**src/hw/arr_pkg.sv**
```systemverilog
// Shared constants and types for the converter run and auxiliary round-robin block
package arr_pkg;

    // Clock and timing
    localparam int unsigned CLK_HZ          = 50_000_000;
    localparam int unsigned AUX_SLOT_US     = 8;
    localparam int unsigned AUX_SLOT_CYC    = (AUX_SLOT_US * CLK_HZ + 999_999) / 1_000_000;
    localparam logic [8:0]  AUX_SLOT_LAST   = 9'(AUX_SLOT_CYC - 1);
    localparam logic [4:0]  AUX_SLOT_MAX    = 5'h17;
    localparam logic [7:0]  MAIN_RR_LAST    = 8'h3f;
    localparam logic [7:0]  BURST_LAST      = 8'h07;
    localparam logic [7:0]  READY_LAST      = 8'h07;
    localparam logic [7:0]  RR_CNT_SAT      = 8'hff;
    localparam int unsigned SETTLE_CYC_DEF  = 256;

    // Run modes
    localparam logic [1:0]  MODE_STOP       = 2'h0;
    localparam logic [1:0]  MODE_BURST      = 2'h1;
    localparam logic [1:0]  MODE_CONT       = 2'h2;

    // Auxiliary slot map
    localparam logic [4:0]  SLOT_DIETEMP    = 5'h00;
    localparam logic [4:0]  SLOT_BAL        = 5'h01;
    localparam logic [4:0]  SLOT_GPIO       = 5'h0d;
    localparam int unsigned N_RESULTS       = 14;
    localparam logic [15:0] RESULT_DEFAULT  = 16'h8000;
    localparam logic [4:0]  BAL_SEL_LOOP    = 5'h00;
    localparam logic [4:0]  BAL_SEL_SHUNT   = 5'h01;

    // Register offsets
    localparam logic [11:0] REG_CTRL        = 12'h000;
    localparam logic [11:0] REG_CFG         = 12'h004;
    localparam logic [11:0] REG_STAT        = 12'h008;
    localparam logic [11:0] REG_LSHIFT      = 12'h00c;
    localparam logic [11:0] REG_RES_BASE    = 12'h040;

    // Field positions and reset values
    localparam int unsigned CTRL_MODE_LSB   = 0;
    localparam int unsigned CTRL_GO_BIT     = 2;
    localparam int unsigned CTRL_AUX_EN_BIT = 3;
    localparam int unsigned CFG_NCELL_LSB   = 0;
    localparam int unsigned CFG_BSEL_LSB    = 8;
    localparam logic [4:0]  NCELL_RESET     = 5'h10;
    localparam logic [4:0]  NCELL_MAX       = 5'h10;

    // Bus answers
    localparam logic [1:0]  RESP_OKAY       = 2'h0;
    localparam logic [1:0]  RESP_SLVERR     = 2'h2;

    // Main sequencer states
    typedef enum logic [2:0] {
        MST_IDLE   = 3'h1,
        MST_RUN    = 3'h2,
        MST_FROZEN = 3'h4
    } arr_mst_e;

    typedef struct packed {
        logic       run;
        logic       frozen;
        logic       ready;
        logic       cont;
        logic       cycle_done;
        logic [7:0] rr_cnt;
    } arr_main_stat_s;

    typedef struct packed {
        logic       valid;
        logic       hi;
        logic [3:0] idx;
    } arr_dec_s;

endpackage

```
**src/hw/arr_main_seq.sv**
```systemverilog
// Main converter run-mode sequencer with freeze and resume
`timescale 1ns/1ps
`default_nettype none
module arr_main_seq (
    // Clock and reset
    input  wire logic                    aclk,
    input  wire logic                    aresetn,
    // Control
    input  wire logic                    go,
    input  wire logic [1:0]              mode,
    input  wire logic                    dev_active,
    // Status
    output arr_pkg::arr_main_stat_s      stat
);

    arr_pkg::arr_mst_e state_r;
    logic [1:0]        mode_r;
    logic [7:0]        tmr_r;
    logic [7:0]        rr_cnt_r;
    logic              ready_r;
    logic              done_r;
    logic              running;
    logic              cycle_end;

    assign running   = (state_r == arr_pkg::MST_RUN);
    assign cycle_end = running && (tmr_r == arr_pkg::MAIN_RR_LAST);

    // Go is ignored outside the active state
    always_ff @(posedge aclk) begin
        if (!aresetn) begin
            state_r <= arr_pkg::MST_IDLE;
        end else if (go && dev_active) begin
            state_r <= (mode == arr_pkg::MODE_STOP) ? arr_pkg::MST_IDLE : arr_pkg::MST_RUN;
        end else begin
            case (state_r)
                arr_pkg::MST_IDLE: begin
                    state_r <= arr_pkg::MST_IDLE;
                end
                arr_pkg::MST_RUN: begin
                    if (!dev_active) begin
                        state_r <= arr_pkg::MST_FROZEN;
                    end else if (cycle_end && mode_r == arr_pkg::MODE_BURST &&
                                 rr_cnt_r == arr_pkg::BURST_LAST) begin
                        state_r <= arr_pkg::MST_IDLE;
                    end
                end
                arr_pkg::MST_FROZEN: begin
                    if (dev_active) begin
                        state_r <= arr_pkg::MST_RUN;
                    end
                end
                default: begin
                    state_r <= arr_pkg::MST_IDLE;
                end
            endcase
        end
    end

    always_ff @(posedge aclk) begin
        if (!aresetn) begin
            mode_r <= arr_pkg::MODE_STOP;
        end else if (go && dev_active) begin
            mode_r <= mode;
        end
    end

    // Counters hold while frozen so the sequence picks up where it left
    always_ff @(posedge aclk) begin
        if (!aresetn) begin
            tmr_r    <= 8'h00;
            rr_cnt_r <= 8'h00;
        end else if (go && dev_active) begin
            tmr_r    <= 8'h00;
            rr_cnt_r <= 8'h00;
        end else if (cycle_end) begin
            tmr_r    <= 8'h00;
            rr_cnt_r <= (rr_cnt_r == arr_pkg::RR_CNT_SAT) ? rr_cnt_r : rr_cnt_r + 8'h01;
        end else if (running) begin
            tmr_r    <= tmr_r + 8'h01;
        end
    end

    always_ff @(posedge aclk) begin
        if (!aresetn) begin
            ready_r <= 1'b0;
            done_r  <= 1'b0;
        end else begin
            done_r <= cycle_end;
            if (go && dev_active) begin
                ready_r <= 1'b0;
            end else if (cycle_end && rr_cnt_r >= arr_pkg::READY_LAST) begin
                ready_r <= 1'b1;
            end
        end
    end

    assign stat.run        = running;
    assign stat.frozen     = (state_r == arr_pkg::MST_FROZEN);
    assign stat.ready      = ready_r;
    assign stat.cont       = (mode_r == arr_pkg::MODE_CONT);
    assign stat.cycle_done = done_r;
    assign stat.rr_cnt     = rr_cnt_r;

endmodule
`default_nettype wire

```
**src/hw/arr_aux_seq.sv**
```systemverilog
// Auxiliary converter slot timer and round-robin slot counter
`timescale 1ns/1ps
`default_nettype none
module arr_aux_seq (
    // Clock and reset
    input  wire logic       aclk,
    input  wire logic       aresetn,
    // Control
    input  wire logic       en,
    // Slot position
    output logic [4:0]      slot,
    output logic            slot_done
);

    logic [8:0] tmr_r;
    logic       last;

    assign last      = (tmr_r == arr_pkg::AUX_SLOT_LAST);
    // Flagged while slot still names the finished slot, so its result lands in its own pair
    assign slot_done = last;

    always_ff @(posedge aclk) begin
        if (!aresetn || !en) begin
            tmr_r     <= 9'h000;
            slot      <= 5'h00;
        end else begin
            if (last) begin
                tmr_r <= 9'h000;
                slot  <= (slot == arr_pkg::AUX_SLOT_MAX) ? 5'h00 : slot + 5'h01;
            end else begin
                tmr_r <= tmr_r + 9'h001;
            end
        end
    end

endmodule
`default_nettype wire

```
**src/hw/arr_top.sv**
```systemverilog
// Top of the converter run and auxiliary round-robin block with its register slave
//
// Implementation choices: the register addresses and the AXI4-Lite interface to the registers.
`timescale 1ns/1ps
`default_nettype none
// Notes on behaviour
// - Burst mode runs eight main cycles, then stops by itself.
// - Filtered results are flagged valid only in continuous mode.
// - Continuous mode runs until stop code written and go issued.
// - Entering active enables level shifters for the configured cell count.
// - Main converter runs only when active; sleep freezes it, keeping state.
// - Back in active, main converter resumes from its frozen state.
// - Auxiliary converter walks 24 slots in fixed round-robin order.
// - Each auxiliary slot lasts 8 us, a full cycle 192 us.
// - Slots: die temperature, balance, eleven misc, GPIO, spares.
// - Every auxiliary result is a 16-bit two's complement value.
// - Each result splits into an upper and a lower byte register.
// - Auxiliary enable loads every result pair with 0x8000.
// - A slot's result is written when its conversion completes.
// - Reading an upper byte freezes its lower byte until read.
// - Balance result updates only while locked to one channel.
// - Die temperature code zero means zero degrees, signed.
// - Ready flag sets after eight completed main cycles.
module arr_top #(
    parameter int unsigned SETTLE_CYC = arr_pkg::SETTLE_CYC_DEF
) (
    // Clock and reset
    input  wire logic        aclk,
    input  wire logic        aresetn,
    // AXI4-Lite write address
    input  wire logic [11:0] s_axi_awaddr,
    input  wire logic [2:0]  s_axi_awprot,
    input  wire logic        s_axi_awvalid,
    output logic             s_axi_awready,
    // AXI4-Lite write data
    input  wire logic [31:0] s_axi_wdata,
    input  wire logic [3:0]  s_axi_wstrb,
    input  wire logic        s_axi_wvalid,
    output logic             s_axi_wready,
    // AXI4-Lite write response
    output logic [1:0]       s_axi_bresp,
    output logic             s_axi_bvalid,
    input  wire logic        s_axi_bready,
    // AXI4-Lite read address
    input  wire logic [11:0] s_axi_araddr,
    input  wire logic [2:0]  s_axi_arprot,
    input  wire logic        s_axi_arvalid,
    output logic             s_axi_arready,
    // AXI4-Lite read data
    output logic [31:0]      s_axi_rdata,
    output logic [1:0]       s_axi_rresp,
    output logic             s_axi_rvalid,
    input  wire logic        s_axi_rready,
    // Power state
    input  wire logic        dev_active,
    // Analog front end
    input  wire logic [15:0] aux_conv_data,
    output logic [4:0]       aux_mux_slot,
    output logic             aux_slot_done,
    output logic [15:0]      level_shift_en,
    output logic             main_running,
    output logic             main_cycle_strobe
);

    arr_pkg::arr_main_stat_s mstat;
    arr_pkg::arr_dec_s       rd_dec;

    // Register state
    logic [1:0]  mode_r;
    logic        go_r;
    logic        aux_en_r;
    logic        aux_en_d_r;
    logic [4:0]  num_cell_r;
    logic [4:0]  bal_sel_r;
    logic        active_d_r;
    logic [15:0] ls_en_r;
    logic [31:0] settle_r;

    // Bus state
    logic [11:0] awaddr_r;
    logic [31:0] wdata_r;
    logic [3:0]  wstrb_r;
    logic        wr_fire;
    logic        wr_ok;
    logic        rd_fire;
    logic [31:0] rd_data_c;
    logic        rd_ok_c;

    // Result storage
    logic [7:0]  res_hi_r [arr_pkg::N_RESULTS];
    logic [7:0]  res_lo_r [arr_pkg::N_RESULTS];
    logic        lo_hold_r [arr_pkg::N_RESULTS];
    logic [4:0]  slot;
    logic        slot_done;
    logic        aux_start;
    logic        bal_locked;
    logic        filt_valid;

    function automatic arr_pkg::arr_dec_s res_decode(input logic [11:0] a);
        arr_pkg::arr_dec_s d;
        logic [11:0]       off;
        off     = a - arr_pkg::REG_RES_BASE;
        d.valid = (a >= arr_pkg::REG_RES_BASE) && (off[11:3] < 9'(arr_pkg::N_RESULTS));
        d.hi    = ~off[2];
        d.idx   = off[6:3];
        return d;
    endfunction

    arr_main_seq u_main (
        .aclk       (aclk),
        .aresetn    (aresetn),
        .go         (go_r),
        .mode       (mode_r),
        .dev_active (dev_active),
        .stat       (mstat)
    );

    arr_aux_seq u_aux (
        .aclk      (aclk),
        .aresetn   (aresetn),
        .en        (aux_en_r),
        .slot      (slot),
        .slot_done (slot_done)
    );

    // Write channel: address and data taken in either order
    assign wr_fire = !s_axi_awready && !s_axi_wready && !s_axi_bvalid;
    assign wr_ok   = ({awaddr_r[11:2], 2'b00} == arr_pkg::REG_CTRL) ||
                     ({awaddr_r[11:2], 2'b00} == arr_pkg::REG_CFG);

    always_ff @(posedge aclk) begin
        if (!aresetn) begin
            s_axi_awready <= 1'b1;
            s_axi_wready  <= 1'b1;
            s_axi_bvalid  <= 1'b0;
            s_axi_bresp   <= arr_pkg::RESP_OKAY;
            awaddr_r      <= 12'h000;
            wdata_r       <= 32'h0000_0000;
            wstrb_r       <= 4'h0;
        end else begin
            if (s_axi_awvalid && s_axi_awready) begin
                s_axi_awready <= 1'b0;
                awaddr_r      <= s_axi_awaddr;
            end
            if (s_axi_wvalid && s_axi_wready) begin
                s_axi_wready <= 1'b0;
                wdata_r      <= s_axi_wdata;
                wstrb_r      <= s_axi_wstrb;
            end
            if (wr_fire) begin
                s_axi_bvalid <= 1'b1;
                s_axi_bresp  <= wr_ok ? arr_pkg::RESP_OKAY : arr_pkg::RESP_SLVERR;
            end
            if (s_axi_bvalid && s_axi_bready) begin
                s_axi_bvalid  <= 1'b0;
                s_axi_awready <= 1'b1;
                s_axi_wready  <= 1'b1;
            end
        end
    end

    // Go is a one-cycle pulse; mode lands in the same cycle so the sequencer sees both together
    always_ff @(posedge aclk) begin
        if (!aresetn) begin
            mode_r   <= arr_pkg::MODE_STOP;
            go_r     <= 1'b0;
            aux_en_r <= 1'b0;
        end else begin
            go_r <= 1'b0;
            if (wr_fire && {awaddr_r[11:2], 2'b00} == arr_pkg::REG_CTRL && wstrb_r[0]) begin
                mode_r   <= wdata_r[arr_pkg::CTRL_MODE_LSB +: 2];
                go_r     <= wdata_r[arr_pkg::CTRL_GO_BIT];
                aux_en_r <= wdata_r[arr_pkg::CTRL_AUX_EN_BIT];
            end
        end
    end

    always_ff @(posedge aclk) begin
        if (!aresetn) begin
            num_cell_r <= arr_pkg::NCELL_RESET;
            bal_sel_r  <= arr_pkg::BAL_SEL_LOOP;
        end else if (wr_fire && {awaddr_r[11:2], 2'b00} == arr_pkg::REG_CFG) begin
            if (wstrb_r[0]) begin
                num_cell_r <= (wdata_r[arr_pkg::CFG_NCELL_LSB +: 5] > arr_pkg::NCELL_MAX) ?
                              arr_pkg::NCELL_MAX : wdata_r[arr_pkg::CFG_NCELL_LSB +: 5];
            end
            if (wstrb_r[1]) begin
                bal_sel_r <= wdata_r[arr_pkg::CFG_BSEL_LSB +: 5];
            end
        end
    end

    // Level shifters follow the cell count captured at active entry
    always_ff @(posedge aclk) begin
        if (!aresetn) begin
            active_d_r <= 1'b0;
            ls_en_r    <= 16'h0000;
        end else begin
            active_d_r <= dev_active;
            if (dev_active && !active_d_r) begin
                ls_en_r <= 16'(({16'h0000, 1'b1} << num_cell_r) - 17'h00001);
            end else if (!dev_active) begin
                ls_en_r <= 16'h0000;
            end
        end
    end

    // Settle window is only reported; starting early is the host's call
    always_ff @(posedge aclk) begin
        if (!aresetn) begin
            settle_r <= 32'h0000_0000;
        end else if ((dev_active && !active_d_r) ||
                     (wr_fire && {awaddr_r[11:2], 2'b00} == arr_pkg::REG_CFG && wstrb_r[0] &&
                      wdata_r[arr_pkg::CFG_NCELL_LSB +: 5] != num_cell_r)) begin
            settle_r <= SETTLE_CYC;
        end else if (settle_r != 32'h0000_0000) begin
            settle_r <= settle_r - 32'h0000_0001;
        end
    end

    // Auxiliary result path
    always_ff @(posedge aclk) begin
        if (!aresetn) begin
            aux_en_d_r <= 1'b0;
        end else begin
            aux_en_d_r <= aux_en_r;
        end
    end

    assign aux_start  = aux_en_r && !aux_en_d_r;
    assign bal_locked = (bal_sel_r == arr_pkg::BAL_SEL_SHUNT) ||
                        (bal_sel_r != arr_pkg::BAL_SEL_LOOP && (bal_sel_r - 5'h01) <= num_cell_r);
    assign rd_fire    = s_axi_arvalid && s_axi_arready;
    assign rd_dec     = res_decode(s_axi_araddr);

    // Spare slots carry no result; die temperature passes through as a signed code
    genvar k;
    generate
        for (k = 0; k < arr_pkg::N_RESULTS; k = k + 1) begin : g_res
            logic wr_slot;
            logic hi_rd;
            logic lo_rd;
            assign wr_slot = slot_done && (slot == 5'(k)) &&
                             ((5'(k) != arr_pkg::SLOT_BAL) || bal_locked);
            assign hi_rd   = rd_fire && rd_dec.valid && rd_dec.hi && (rd_dec.idx == 4'(k));
            assign lo_rd   = rd_fire && rd_dec.valid && !rd_dec.hi && (rd_dec.idx == 4'(k));

            always_ff @(posedge aclk) begin
                if (!aresetn || aux_start) begin
                    res_hi_r[k] <= arr_pkg::RESULT_DEFAULT[15:8];
                end else if (wr_slot) begin
                    res_hi_r[k] <= aux_conv_data[15:8];
                end
            end

            always_ff @(posedge aclk) begin
                if (!aresetn || aux_start) begin
                    res_lo_r[k] <= arr_pkg::RESULT_DEFAULT[7:0];
                end else if (wr_slot && !lo_hold_r[k] && !hi_rd) begin
                    res_lo_r[k] <= aux_conv_data[7:0];
                end
            end

            always_ff @(posedge aclk) begin
                if (!aresetn || aux_start) begin
                    lo_hold_r[k] <= 1'b0;
                end else if (hi_rd) begin
                    lo_hold_r[k] <= 1'b1;
                end else if (lo_rd) begin
                    lo_hold_r[k] <= 1'b0;
                end
            end
        end
    endgenerate

    assign filt_valid = mstat.run && mstat.cont && mstat.ready;

    // Read mux
    always_comb begin
        rd_data_c = 32'h0000_0000;
        rd_ok_c   = 1'b1;
        if (rd_dec.valid) begin
            rd_data_c[7:0] = rd_dec.hi ? res_hi_r[rd_dec.idx] : res_lo_r[rd_dec.idx];
        end else begin
            case ({s_axi_araddr[11:2], 2'b00})
                arr_pkg::REG_CTRL: begin
                    rd_data_c[arr_pkg::CTRL_MODE_LSB +: 2]   = mode_r;
                    rd_data_c[arr_pkg::CTRL_AUX_EN_BIT]      = aux_en_r;
                end
                arr_pkg::REG_CFG: begin
                    rd_data_c[arr_pkg::CFG_NCELL_LSB +: 5]   = num_cell_r;
                    rd_data_c[arr_pkg::CFG_BSEL_LSB +: 5]    = bal_sel_r;
                end
                arr_pkg::REG_STAT: begin
                    rd_data_c[0]     = mstat.run;
                    rd_data_c[1]     = mstat.ready;
                    rd_data_c[2]     = filt_valid;
                    rd_data_c[3]     = mstat.frozen;
                    rd_data_c[4]     = aux_en_r;
                    rd_data_c[5]     = (settle_r != 32'h0000_0000);
                    rd_data_c[15:8]  = mstat.rr_cnt;
                    rd_data_c[20:16] = slot;
                end
                arr_pkg::REG_LSHIFT: begin
                    rd_data_c[15:0]  = ls_en_r;
                end
                default: begin
                    rd_ok_c = 1'b0;
                end
            endcase
        end
    end

    always_ff @(posedge aclk) begin
        if (!aresetn) begin
            s_axi_arready <= 1'b1;
            s_axi_rvalid  <= 1'b0;
            s_axi_rdata   <= 32'h0000_0000;
            s_axi_rresp   <= arr_pkg::RESP_OKAY;
        end else if (rd_fire) begin
            s_axi_arready <= 1'b0;
            s_axi_rvalid  <= 1'b1;
            s_axi_rdata   <= rd_data_c;
            s_axi_rresp   <= rd_ok_c ? arr_pkg::RESP_OKAY : arr_pkg::RESP_SLVERR;
        end else if (s_axi_rvalid && s_axi_rready) begin
            s_axi_arready <= 1'b1;
            s_axi_rvalid  <= 1'b0;
        end
    end

    // Front-end outputs
    always_ff @(posedge aclk) begin
        if (!aresetn) begin
            aux_mux_slot      <= 5'h00;
            aux_slot_done     <= 1'b0;
            level_shift_en    <= 16'h0000;
            main_running      <= 1'b0;
            main_cycle_strobe <= 1'b0;
        end else begin
            aux_mux_slot      <= slot;
            aux_slot_done     <= slot_done;
            level_shift_en    <= ls_en_r;
            main_running      <= mstat.run;
            main_cycle_strobe <= mstat.cycle_done;
        end
    end

endmodule
`default_nettype wire

```
**config.mk**
```make
export PLATFORM = sky130hd
export DESIGN_NAME = arr_top
export DESIGN_NICKNAME = d
export VERILOG_FILES = /design/src/hw/arr_pkg.sv /design/src/hw/arr_main_seq.sv /design/src/hw/arr_aux_seq.sv /design/src/hw/arr_top.sv
export SDC_FILE = /design/constraint.sdc
export NUM_CORES = 1
export LEC_CHECK = 0
export BUFFER_PORTS_ARGS = -buffer_cell sky130_fd_sc_hd__buf_2
export CAP_MARGIN = 20
export CORE_ASPECT_RATIO = 0.7
export CORE_MARGIN = 3
export CORE_UTILIZATION = 50
export DETAILED_ROUTE_END_ITERATION = 10
export PLACE_DENSITY = 0.66
export SYNTH_ARGS = -nofsm -noshare
export SYNTH_HDL_FRONTEND = slang
export SYNTH_SLANG_ARGS = --single-unit
```
**constraint.sdc**
```tcl
create_clock -name aclk -period 5.55 [get_ports aclk]
set_input_delay 0.555 -clock aclk [delete_from_list [all_inputs] [get_ports aclk]]
set_output_delay 0.555 -clock aclk [all_outputs]
set_load 0.01 [all_outputs]
```
# == Word level (Yosys, flattened, before mapping) ==
# Memory sizes are Yosys's and may differ from the RTL's.
# Cells that the tools add are included.
# totals
ff_bits,182
ram_bits,238
output_inout_bits,65
word_cells,583
memories,3
# memory_table
memory,depth,word_bits,rd,rd_clocked_by_memory_dff,wr,line,rtl
res_hi_r,14,8,1,0,14,arr_top.sv:90,logic [7:0] res_hi_r [arr_pkg::N_RESULTS];
res_lo_r,14,8,1,0,14,arr_top.sv:91,logic [7:0] res_lo_r [arr_pkg::N_RESULTS];
lo_hold_r,14,1,14,0,14,arr_top.sv:92,logic lo_hold_r [arr_pkg::N_RESULTS];
# classes
addsub,8
magnitude_cmp,5
eq_ne,44
n_shift,1
mux,272
n_bitwise,59
reduce_logical,157
# ops
op,count
$mux 8,30
$mux 1,218
$logic_and 1x1->1,97
$or 1x1->1,56
$logic_not 1->1,35
$mux 16,2
$reduce_bool 32->1,1
$sub 32x1->32 const B,1
$eq 5x4->1 const B,6
$eq 4x4->1 const B,6
$eq 10x1->1 const B,2
$eq 10x2->1 const B,2
$eq 5x3->1 const B,4
$logic_not 10->1,2
$mux 9,2
$add 8x1->8 const B,2
$eq 4x3->1 const B,4
$shl 1x5->16 const A,1
$sub 16x1->16 const B,1
$mux 5,3
$pmux 5 s3,1
$mux 13,1
$ge 12x7->1 const B,1
$mux 3,4
other kinds (42),64

# == Logic depth before layout (Yosys ltp) ==
# Gate-level depths: netlist (run 1).
# logic_depth
ltp_word,12
ltp_mapped,11
mapped_depth_nobuf,9

# == Cells and area by module ==
# From an unflattened synthesis (run 1), not the netlist that was laid out.
# unflattened
hier_cells,1807
area_unflattened_um2,19312.3
# modules_own_cells
module,n_inst,cells_per_inst,area_each_um2,seq_area_each_um2
arr_top,1,1597,17451.7,9909.5
arr_main_seq,1,130,1121.1,460.4
arr_aux_seq,1,80,739.5,280.3

# == Worst setup path after synthesis (run 1) ==
# OpenSTA, ideal clock, no wires.
# synth_timing
kind,input -> register
start,input s_axi_araddr[6]
end,"memory res_lo_r[10][0], enable pin"
arrival_time_ps,3181
required_time_ps,5152
setup_slack_ps,1971
cell_stages,9
path_buffers,3
path_cell_list,buf_6 -> clkbuf_1 -> clkinv_1 -> ha_1 -> and4_1 -> nand4_1 -> clkbuf_1 -> nor3_1 -> o41ai_1
# synth_lines
item,line,rtl
start: declaration,arr_top.sv:45,"input wire logic [11:0] s_axi_araddr,"
end: declaration,arr_top.sv:91,

==> flow_summary.ini, run 1 <==
[run_status]
status = complete, no violations

[synthesis]
async_flop_share_pct = 0
synth_area_um2 = 19520
yosysWarnings = 0
ys_ff_latch = 413
synth-edff-count = 238
synth_flop_cell = edfxtp_1
synth_cell_type_count = 86
synth_area_per_cell_um2 = 11.07
syn_inst = 1764
synth_seq_area_share_pct = 54.55

[flow_run]
drv_cap = 0

[die]
pin_count = 155
fp.coreArea_um2 = 37800
initial_core_util_pct = 51.66
die_area_um2 = 41490
fp.dieW_um = 242.2
rows = 59
die_h_um = 171.3

[finish]
drive_above_1_share_pct = 16.35
nNetsFinal = 1931
fin_cells = 2375
areaGrowthSynthToFinish_pct = 11.31
most-common-layout-cells = edfxtp_1, and2_1, dfxtp_1
layout_commonest_cell = edfxtp_1
fillCellCount = 3203

[timing]
fin_worst_skew_ps = 13.62
setup_tns_ps = 0
finalCriticalPeriod_ps = 3411
finalHoldViolCount = 0
setup_viol = 0
rsz0062_at_grt = false
final_max_slew_viol_count = 0
min_period_over_period_pct = 61.46
slew-limit-headroom_pct = 23.48
fmax_mhz = 293.1
worstMarginPinSlew_ps = 1145

[pwr]
powerDensity_nw_per_um2 = 362.9
p_leak_nw = 7.960
vdd_drop_max_mv = 0.8077

[critical_path]
critPathCapture = res_lo_r[13][7]$_SDFFCE_PN0P_
r2r-end = res_lo_r[1][5]$_SDFFCE_PN0P_
r2r_setup_slack_ps = 2300
crit_family = simple AND/OR/NAND/NOR gates
cp_slowest_stage_delay_ps = 670
worstSetupStartpointType = primary input
reg2reg_from = u_aux.slot[1]$_SDFFE_PP0P_
path_class = primary input to register
critical_path_buf_inv_count = 2
required_ps = 5720
path_depth = 8
cp-end-kind = register
cp_cell_sequence = buf_2, clkinv_1, ha_1, xor2_1, or2_1, or4_1, nor3_1, a21oi_1
arrival_ps = 3580
crit_fanout = 20
critPathSlowestCell = or4_1
worstRegToRegCells = 9
crit_start = s_axi_araddr[6]

[placement]
dpl.cell_count = 2297
place_hpwl_um = 37120
io_buffers = 107
routabilityCongestion = 0.9561

[global_route]
grt_pass1_wl_um = 81100
grt_max_degree = 63
overflow = 0
grtUsageTotal_pct = 25.38
grt_pass1_vias = 13290
antenna_found_initial = 5

[drt]
drcViolationCount = 0
vias = 14210
dr.first_iter.drc_count = 1869
dr.pass1.iters = 6
via_per_inst = 5.982
routed_wl_um = 53340
drt.antenna.violating_nets = 0
wl_per_cell_um = 22.46

[clocking]
worstSkewPairLatency_ps = 540
cts_setup_buffers = 0
htree_levels = 2
cts_resized = 0
cts_buffers = 40
cts_hold_buffers = 0
root_buffer = clkbuf_16
clk_pin_slew_ps = 60
cts.path.max_buffers = 3
cts_tree = built
clock_sinks = 413

[hold_path]
hp-class = primary input to register
[sequential cells by signal, indices dropped and copies added (netlist names), 5 cells and up]
register         flops
lo_hold_r           14
u_main.tmr_r         8
level_shift_en      16
settle_r            32
s_axi_rdata         21
ls_en_r             16
aux_mux_slot         5
u_aux.slot           5
res_lo_r           112
res_hi_r           112
bal_sel_r            5
num_cell_r           5
u_aux.tmr_r          9
awaddr_r            10
wdata_r             10
u_main.rr_cnt_r      8
[metal layers]
metal  vias to the layer above  GRT usage, %  share of wire, %
li1                       6531             -                 -
met1                      7031         39.13                47
met2                       564         35.91                42
met3                        81         5.517               8.7
met4                         0         7.154               2.6
met5                         -             0                 0
[kinds of logic (layout without fill, tap and decap cells)]
| family | after synthesis | in the layout | share of synthesized area (%) |
|---|---|---|---|
| and+or+nand+nor | 740 | 740 | 21.26 |
| DFF | 413 | 413 | 54.55 |
| AOI/OAI and AO/OA | 287 | 287 | 9.856 |
| buffers and inverters | 164 | 241 | 3.659 |
| muxes | 98 | 98 | 7.581 |
| xor gates and xnor gates | 43 | 43 | 1.929 |
| adders and majority gates | 18 | 18 | 1.153 |
| other | 1 | 17 | 0.01921 |
[through the flow]
| step | hold WS [ps] | setup slack (ps) | area, um^2 | util, % | total power (W) |
|---|---|---|---|---|---|
| 3_3_place_gp | 427.2 | 1625 | 20390 | 53.94 | 0.005166 |
| 5_1_grt | 205.2 | 1898 | 21730 | 57.49 | 0.008232 |
| 2_1_floorplan | 411.9 | 1971 | 19570 | - | 0.004825 |
| 4_1_cts | 207.6 | 2139 | 21710 | 57.44 | 0.007898 |
| 6_report | 229.0 | 2139 | 21730 | 57.50 | 0.007888 |
| 3_5_place_dp | 420.9 | 1584 | 20410 | 54.01 | 0.005197 |
[Yosys cell counts (38+ instances only)]
| library cell | n | area share, % |
|---|---|---|
| o21ai_0 | 70 | 1.8 |
| a21oi_1 | 88 | 2.3 |
| nor2_1 | 138 | 2.7 |
| and3_1 | 39 | 1.2 |
| nand2_1 | 130 | 2.5 |
| dfxtp_1 | 175 | 18 |
| edfxtp_1 | 238 | 37 |
| mux2i_1 | 41 | 2.1 |
| mux4_2 | 38 | 4.4 |
| nand3_1 | 42 | 1.1 |
| and2_1 | 190 | 6.1 |
| clkbuf_1 | 88 | 1.7 |
[final cells by class]
cell class	count	area, um^2	share of cell area, %
Antenna cell	4	10.01	0.04606
Clock buffer	45	1084	4.986
Clock inverter	27	211.5	0.9729
Inverter	32	120.1	0.5527
Multi-Input combinational cell	1199	8227	37.85
Sequential cell	413	10650	49.00
Tap cell	518	648.1	2.982
Timing Repair Buffer	137	783.3	3.604
[worst reg2reg max path, cell delays in order (launching register included)]
cell	delay [ps]
dfxtp_1	360
inv_1	160
ha_1	190
nor2b_1	900
o311ai_0	330
nor2_1	160
buf_4	250
inv_1	110
o41ai_1	250
buf_4	250
[power by group]
group	leakage, nW	internal [W]	switching [W]
sequential	3.83	0.00341	0.000142
combinational	3.51	0.000544	0.00107
clock	0.620	0.00154	0.00117
[worst min-delay path by stage]
stage / from / end / slack [ps] / cells past startpoint
finish: s_axi_wvalid / s_axi_wready$_SDFFE_PP1P_ / 230 / 2
global route: s_axi_wvalid / s_axi_wready$_SDFFE_PP1P_ / 210 / 2
CTS: s_axi_wvalid / s_axi_wready$_SDFFE_PP1P_ / 210 / 2
detailed placement: u_main.done_r$_SDFF_PN0_ / main_cycle_strobe$_SDFF_PN0_ / 420 / 1
global placement: u_main.done_r$_SDFF_PN0_ / main_cycle_strobe$_SDFF_PN0_ / 430 / 1
floorplan: u_main.done_r$_SDFF_PN0_ / main_cycle_strobe$_SDFF_PN0_ / 410 / 1
No activity file was read; power rests on OpenSTA's default activity.
==> run 2: changes to the inputs <==
--- a/config.mk
+++ b/config.mk
@@ -11,7 +11,7 @@
 export CORE_MARGIN = 3
 export CORE_UTILIZATION = 50
 export DETAILED_ROUTE_END_ITERATION = 10
-export PLACE_DENSITY = 0.66
+export PLACE_DENSITY = 0.69
 export SYNTH_ARGS = -nofsm -noshare
 export SYNTH_HDL_FRONTEND = slang
 export SYNTH_SLANG_ARGS = --single-unit
==> constraint.sdc (replaced) <==
create_clock -name aclk -period 3 [get_ports aclk]
set_input_delay 0.3 -clock aclk [delete_from_list [all_inputs] [get_ports aclk]]
set_output_delay 0.3 -clock aclk [all_outputs]
set_load 0.01 [all_outputs]
==> run 2 against run 1 <==
Net effect: count of clock-buffer cells in the layout up 11; via count up 4.5%; global-route usage up 1.1 points; clock power up 92%; largest cell class unchanged; final cell count up 3.5%; critical path depth up 3.
==> flow_summary.ini, run 2 (synthesis results as in run 1) <==
[drt]
wl_met1_um = 25600
vias = 14850
via_per_inst = 6.044
wl_per_cell_um = 22.70
routed_wl_um = 55780
drcViolationCount = 0
met3_length_um = 5322
dr.max_layer_used = met4
met2WireLength_um = 23860
dr.first_iter.drc_count = 1754
drt.antenna.violating_nets = 0
dr.pass1.iters = 5

[critical_path]
crit_path_frequent_cell = ha_1
cp-end-kind = register
worstSetupStartpointType = register
arrival_ps = 3110
cp_slowest_stage_delay_ps = 510
crit_family = simple AND/OR/NAND/NOR gates
reg2reg_from = bal_sel_r[1]$_SDFFE_PN0P_
cp_cell_sequence = inv_1, ha_1, or3b_2, xnor2_1, ha_1, nand2_1, o21bai_1, a21oi_1, buf_12, o41ai_4, buf_4
crit_start = bal_sel_r[1]$_SDFFE_PN0P_
required_ps = 3260
crit_fanout = 18
critPathSlowestCell = or3b_2
critical_path_buf_inv_count = 3
path_class = register to register

[die]
fp.coreArea_um2 = 37800
rows = 59
pin_count = 155
die_area_um2 = 41490
initial_core_util_pct = 51.66
die_h_um = 171.3
fp.dieW_um = 242.2

[placement]
io_buffers = 107
place_hpwl_um = 39510
routabilityCongestion = 0.9836
post-place-ws_ps = 99.53
placed_area_um2 = 20930

[finish]
diodes = 0
layout_commonest_cell = edfxtp_1
areaGrowthSynthToFinish_pct = 15.26
drive_above_1_share_pct = 18.98
largest_registers = res_hi_r x112, res_lo_r x112, settle_r x32
nNetsFinal = 2015
fillCellCount = 3126
final_area_um2 = 22500
multiInputGateArea_um2 = 8245
most-common-layout-cells = edfxtp_1, and2_1, dfxtp_1
seqCellArea_um2 = 10650

[global_route]
antenna_found_initial = 0
grt_max_degree = 45
overflow = 0
grtUsageTotal_pct = 26.50
grt_pass1_wl_um = 84730
grt_pass1_vias = 13920

[timing]
setup_tns_ps = 0
rsz0062_at_grt = false
fin_worst_skew_ps = 14.15
finalCriticalPeriod_ps = 2845
finalHoldViolCount = 0
setup_viol = 0
worstMarginPinSlew_ps = 1012
slew-limit-headroom_pct = 32.51
hold_slack_ps = 12.19
fmax_mhz = 351.5
final_max_slew_viol_count = 0
setup_slack_ps = 155.2
min_period_over_period_pct = 94.83

[clocking]
cts_buffers = 41
clk_pin_slew_ps = 70
root_buffer = clkbuf_16
clock_sinks = 413
worstSkewPairLatency_ps = 550
cts.path.max_buffers = 3
cts_setup_buffers = 0
cts_tree = built
htree_levels = 2

[pwr]
p_seq_share_pct = 43.7
switching_share_pct = 30.24
p_leak_nw = 8.426
p_sw_w = 0.004554
pwr-share-clk_pct = 34.6
powerDensity_nw_per_um2 = 669.0
internal_power_w = 0.01050
combinationalPowerShare_pct = 21.7
vdd_drop_max_mv = 1.165
power_w = 0.01506

[hold_path]
worstHoldStart = s_axi_wdata[12]
hp-class = primary input to register

[flow_run]
drv_cap = 0

[run_status]
status = complete, no violations
==> run 2: changes by cell type in the layout (fill, tap and decap cells not counted), moves of 6 or more <==
cell           change
clkbuf_1           +6
clkinvlp_4         -6
buf_4             +58
clkinv_1           -6
dlygate4sd3_1     +22
==> run 2: final timing paths <==
path	to	slack, ps	cells past startpoint
setup / recovery	res_lo_r[1][6]$_SDFFCE_PN0P_	160	11
hold / removal	wdata_r[12]$_SDFFE_PN0P_	10	3
setup reg to reg	res_lo_r[1][6]$_SDFFCE_PN0P_	160	11
hold reg to reg	main_cycle_strobe$_SDFF_PN0_	440	1
==> run 2: worst reg2reg max path, delay by kind of cell, from the launching register on <==
family                     cells  cell delay (ps)
and+or+nand+nor                2              590
xor gates and xnor gates       1              150
adders and majority gates      2              470
DFF                            1              310
buffers and inverters          3              460
AOI/OAI and AO/OA              3              580
==> run 2: per-layer routing <==
layer,global-route usage (%),vias up
li1,-,6704
met1,41.24,7304
met2,38.73,756
met3,4.878,87
met4,5.352,0
met5,0,-
==> run 2: repair_timing <==
action,in CTS,in global routing
gates resized for setup,0,2
endpoints found under the hold margin,21,0
endpoints found under the setup margin,0,8
hold buffers,22,0
==> run 2: power groups by stage <==
stage	clock network, W	registers [W]	logic [W]
3_3_place_gp	0	0.00666	0.00308
3_5_place_dp	0	0.00668	0.00317
4_1_cts	0.00527	0.00656	0.00326
5_1_grt	0.00551	0.00661	0.00361
2_1_floorplan	0	0.00662	0.00231
6_report	0.00522	0.00657	0.00327
==> run 2: area by class of cell <==
cell class | instances | area share, %
clock buffer | 56 | 5.232
tap | 518 | 2.880
timing repair buffer | 220 | 6.627
inverter | 32 | 0.5393
sequential | 413 | 47.33
clock inverter | 19 | 0.7561
multi-input combinational | 1199 | 36.64
==> run 2: metrics by stage <==
stage / util, % / instances
finish: 59.54 / 2457
global placement: 55.36 / 2360
CTS: 59.51 / 2457
detailed placement: 55.36 / 2360
floorplan: - / 1776
global route: 59.54 / 2457
==> run 3: changes to the inputs <==
--- a/config.mk
+++ b/config.mk
@@ -9,9 +9,9 @@
 export CAP_MARGIN = 20
 export CORE_ASPECT_RATIO = 0.7
 export CORE_MARGIN = 3
-export CORE_UTILIZATION = 50
+export CORE_UTILIZATION = 54
 export DETAILED_ROUTE_END_ITERATION = 10
-export PLACE_DENSITY = 0.69
+export PLACE_DENSITY = 0.74
 export SYNTH_ARGS = -nofsm -noshare
 export SYNTH_HDL_FRONTEND = slang
 export SYNTH_SLANG_ARGS = --single-unit
==> run 3 against run 2 <==
Net effect: sequential share of layout area up 0.47 points; first-iteration DRC count rose by 12%; worst hold slack better by 9.5 ps; final cell count down 2.3%; sequential cell count did not move; critical path depth did not move.
==> flow_summary.ini, run 3 (synthesis results as in run 1) <==
[critical_path]
reg2reg_from = bal_sel_r[1]$_SDFFE_PN0P_
path_class = register to register
crit_fanout = 18
worstSetupStartpointType = register
worstRegToRegCells = 11
cp-end-kind = register
arrival_ps = 3080
crit_start = bal_sel_r[1]$_SDFFE_PN0P_
required_ps = 3240

[timing]
rsz0062_at_grt = false
setup_slack_ps = 162.0
setup_viol = 0
slew-limit-headroom_pct = 40.28
fin_worst_skew_ps = 18.48
worstMarginPinSlew_ps = 894.0
fmax_mhz = 352.4
min_period_over_period_pct = 94.60
setup_tns_ps = 0
final_max_slew_viol_count = 0
finalHoldViolCount = 0
finalCriticalPeriod_ps = 2838

[global_route]
overflow = 0
grtUsageTotal_pct = 28.05
grt_max_degree = 38
antenna_found_initial = 0
grt_pass1_vias = 13920
grt_pass1_wl_um = 82410

[pwr]
powerDensity_nw_per_um2 = 662.1
p_leak_nw = 8.348
vdd_drop_max_mv = 0.9349

[drt]
drcViolationCount = 0
dr.pass1.iters = 6
dr.first_iter.drc_count = 1965
vias = 14770
via_per_inst = 6.156
drt.antenna.violating_nets = 0
routed_wl_um = 54190
wl_per_cell_um = 22.58

[hold_path]
min_path_cells = 3
worstHoldStart = s_axi_bready
hp-class = primary input to register

[clocking]
root_buffer = clkbuf_16
worstSkewPairLatency_ps = 540
clock_sinks = 413
cts_buffers = 40
cts_setup_buffers = 0
cts.path.max_buffers = 3
cts_tree = built
htree_levels = 2
clk_pin_slew_ps = 60

[die]
die_area_um2 = 38510
fp.coreArea_um2 = 35160
fp.dieW_um = 233.3
rows = 57
pin_count = 155
die_h_um = 165.1
initial_core_util_pct = 55.53

[finish]
nNetsFinal = 2008
areaGrowthSynthToFinish_pct = 14.13
drive_above_1_share_pct = 18.78
layout_commonest_cell = edfxtp_1
multiInputGateArea_um2 = 8238
most-common-layout-cells = edfxtp_1, and2_1, dfxtp_1
seqCellArea_um2 = 10650
largest_registers = res_hi_r x112, res_lo_r x112, settle_r x32
diodes = 0
fillCellCount = 2730

[placement]
io_buffers = 107
post-place-ws_ps = 141.0
place_hpwl_um = 37900
routabilityCongestion = 0.9812

[run_status]
status = complete, no violations

[flow_run]
drv_cap = 0
## run 3: repair_timing
item                                    4_1_cts  5_1_grt
endpoints found under the setup margin        0        8
hold endpoints to repair                     18        0
hold buffers                                 19        0
resized for setup                             0        1
## run 3: path summary, 6_finish.rpt
path	slack, ps	endpoint
min reg2reg	440	main_cycle_strobe$_SDFF_PN0_
max reg2reg	160	res_lo_r[1][1]$_SDFFCE_PN0P_
min	20	s_axi_wready$_SDFFE_PP1P_
max	160	res_lo_r[1][1]$_SDFFCE_PN0P_
## run 3: critical path, cell delays in order (launching register included)
cell and delay, ps:
dfxtp_1 310, inv_1 80, ha_1 180, or3b_2 510, xnor2_1 150, ha_1 300, nand2_1 60, o21ai_0 150
a21oi_1 90, buf_12 170, o41ai_2 300, buf_4 230
## run 3: layout make-up
| type | instances | area share (%) |
|---|---|---|
| multi-input cells | 1199 | 36.97 |
| well taps | 472 | 2.650 |
| repair buffers | 214 | 6.345 |
| flip-flops and latches | 413 | 47.79 |
| clock inverters | 11 | 0.4716 |
| clock buffers | 59 | 5.227 |
| inverters | 32 | 0.5446 |
## run 3: report_power, final
part	internal, W	leakage, nW	switching [W]
Clock	0.00286	0.629	0.00213
Sequential	0.00631	3.83	0.000262
Combinational	0.00118	3.89	0.00202
Total	0.0103	8.35	0.00441
## run 3: layer usage
| layer | wire [um] | share of wire (%) | vias to the layer above | track usage [%] |
|---|---|---|---|---|
| li1 | - | - | 6698 | - |
| met1 | 24080 | 44 | 7296 | 42.93 |
| met2 | 23420 | 43 | 688 | 40.72 |
| met3 | 5328 | 9.8 | 92 | 5.590 |
| met4 | 1356 | 2.5 | 0 | 7.550 |
| met5 | 0 | 0 | - | 0 |
## run 3: stage by stage
stage          hold slack, ps  instances  instance area (um^2)  util, %  total power [W]
3_5_place_dp            436.9       2311                 20820    59.21         0.009800
5_1_grt                 5.091       2400                 22280    63.38          0.01540
4_1_cts                 1.870       2400                 22280    63.37          0.01477
6_report                21.67       2400                 22280    63.38          0.01475
2_1_floorplan           400.4       1776                 19590        -         0.008927
3_3_place_gp            418.9       2311                 20820    59.21         0.009708
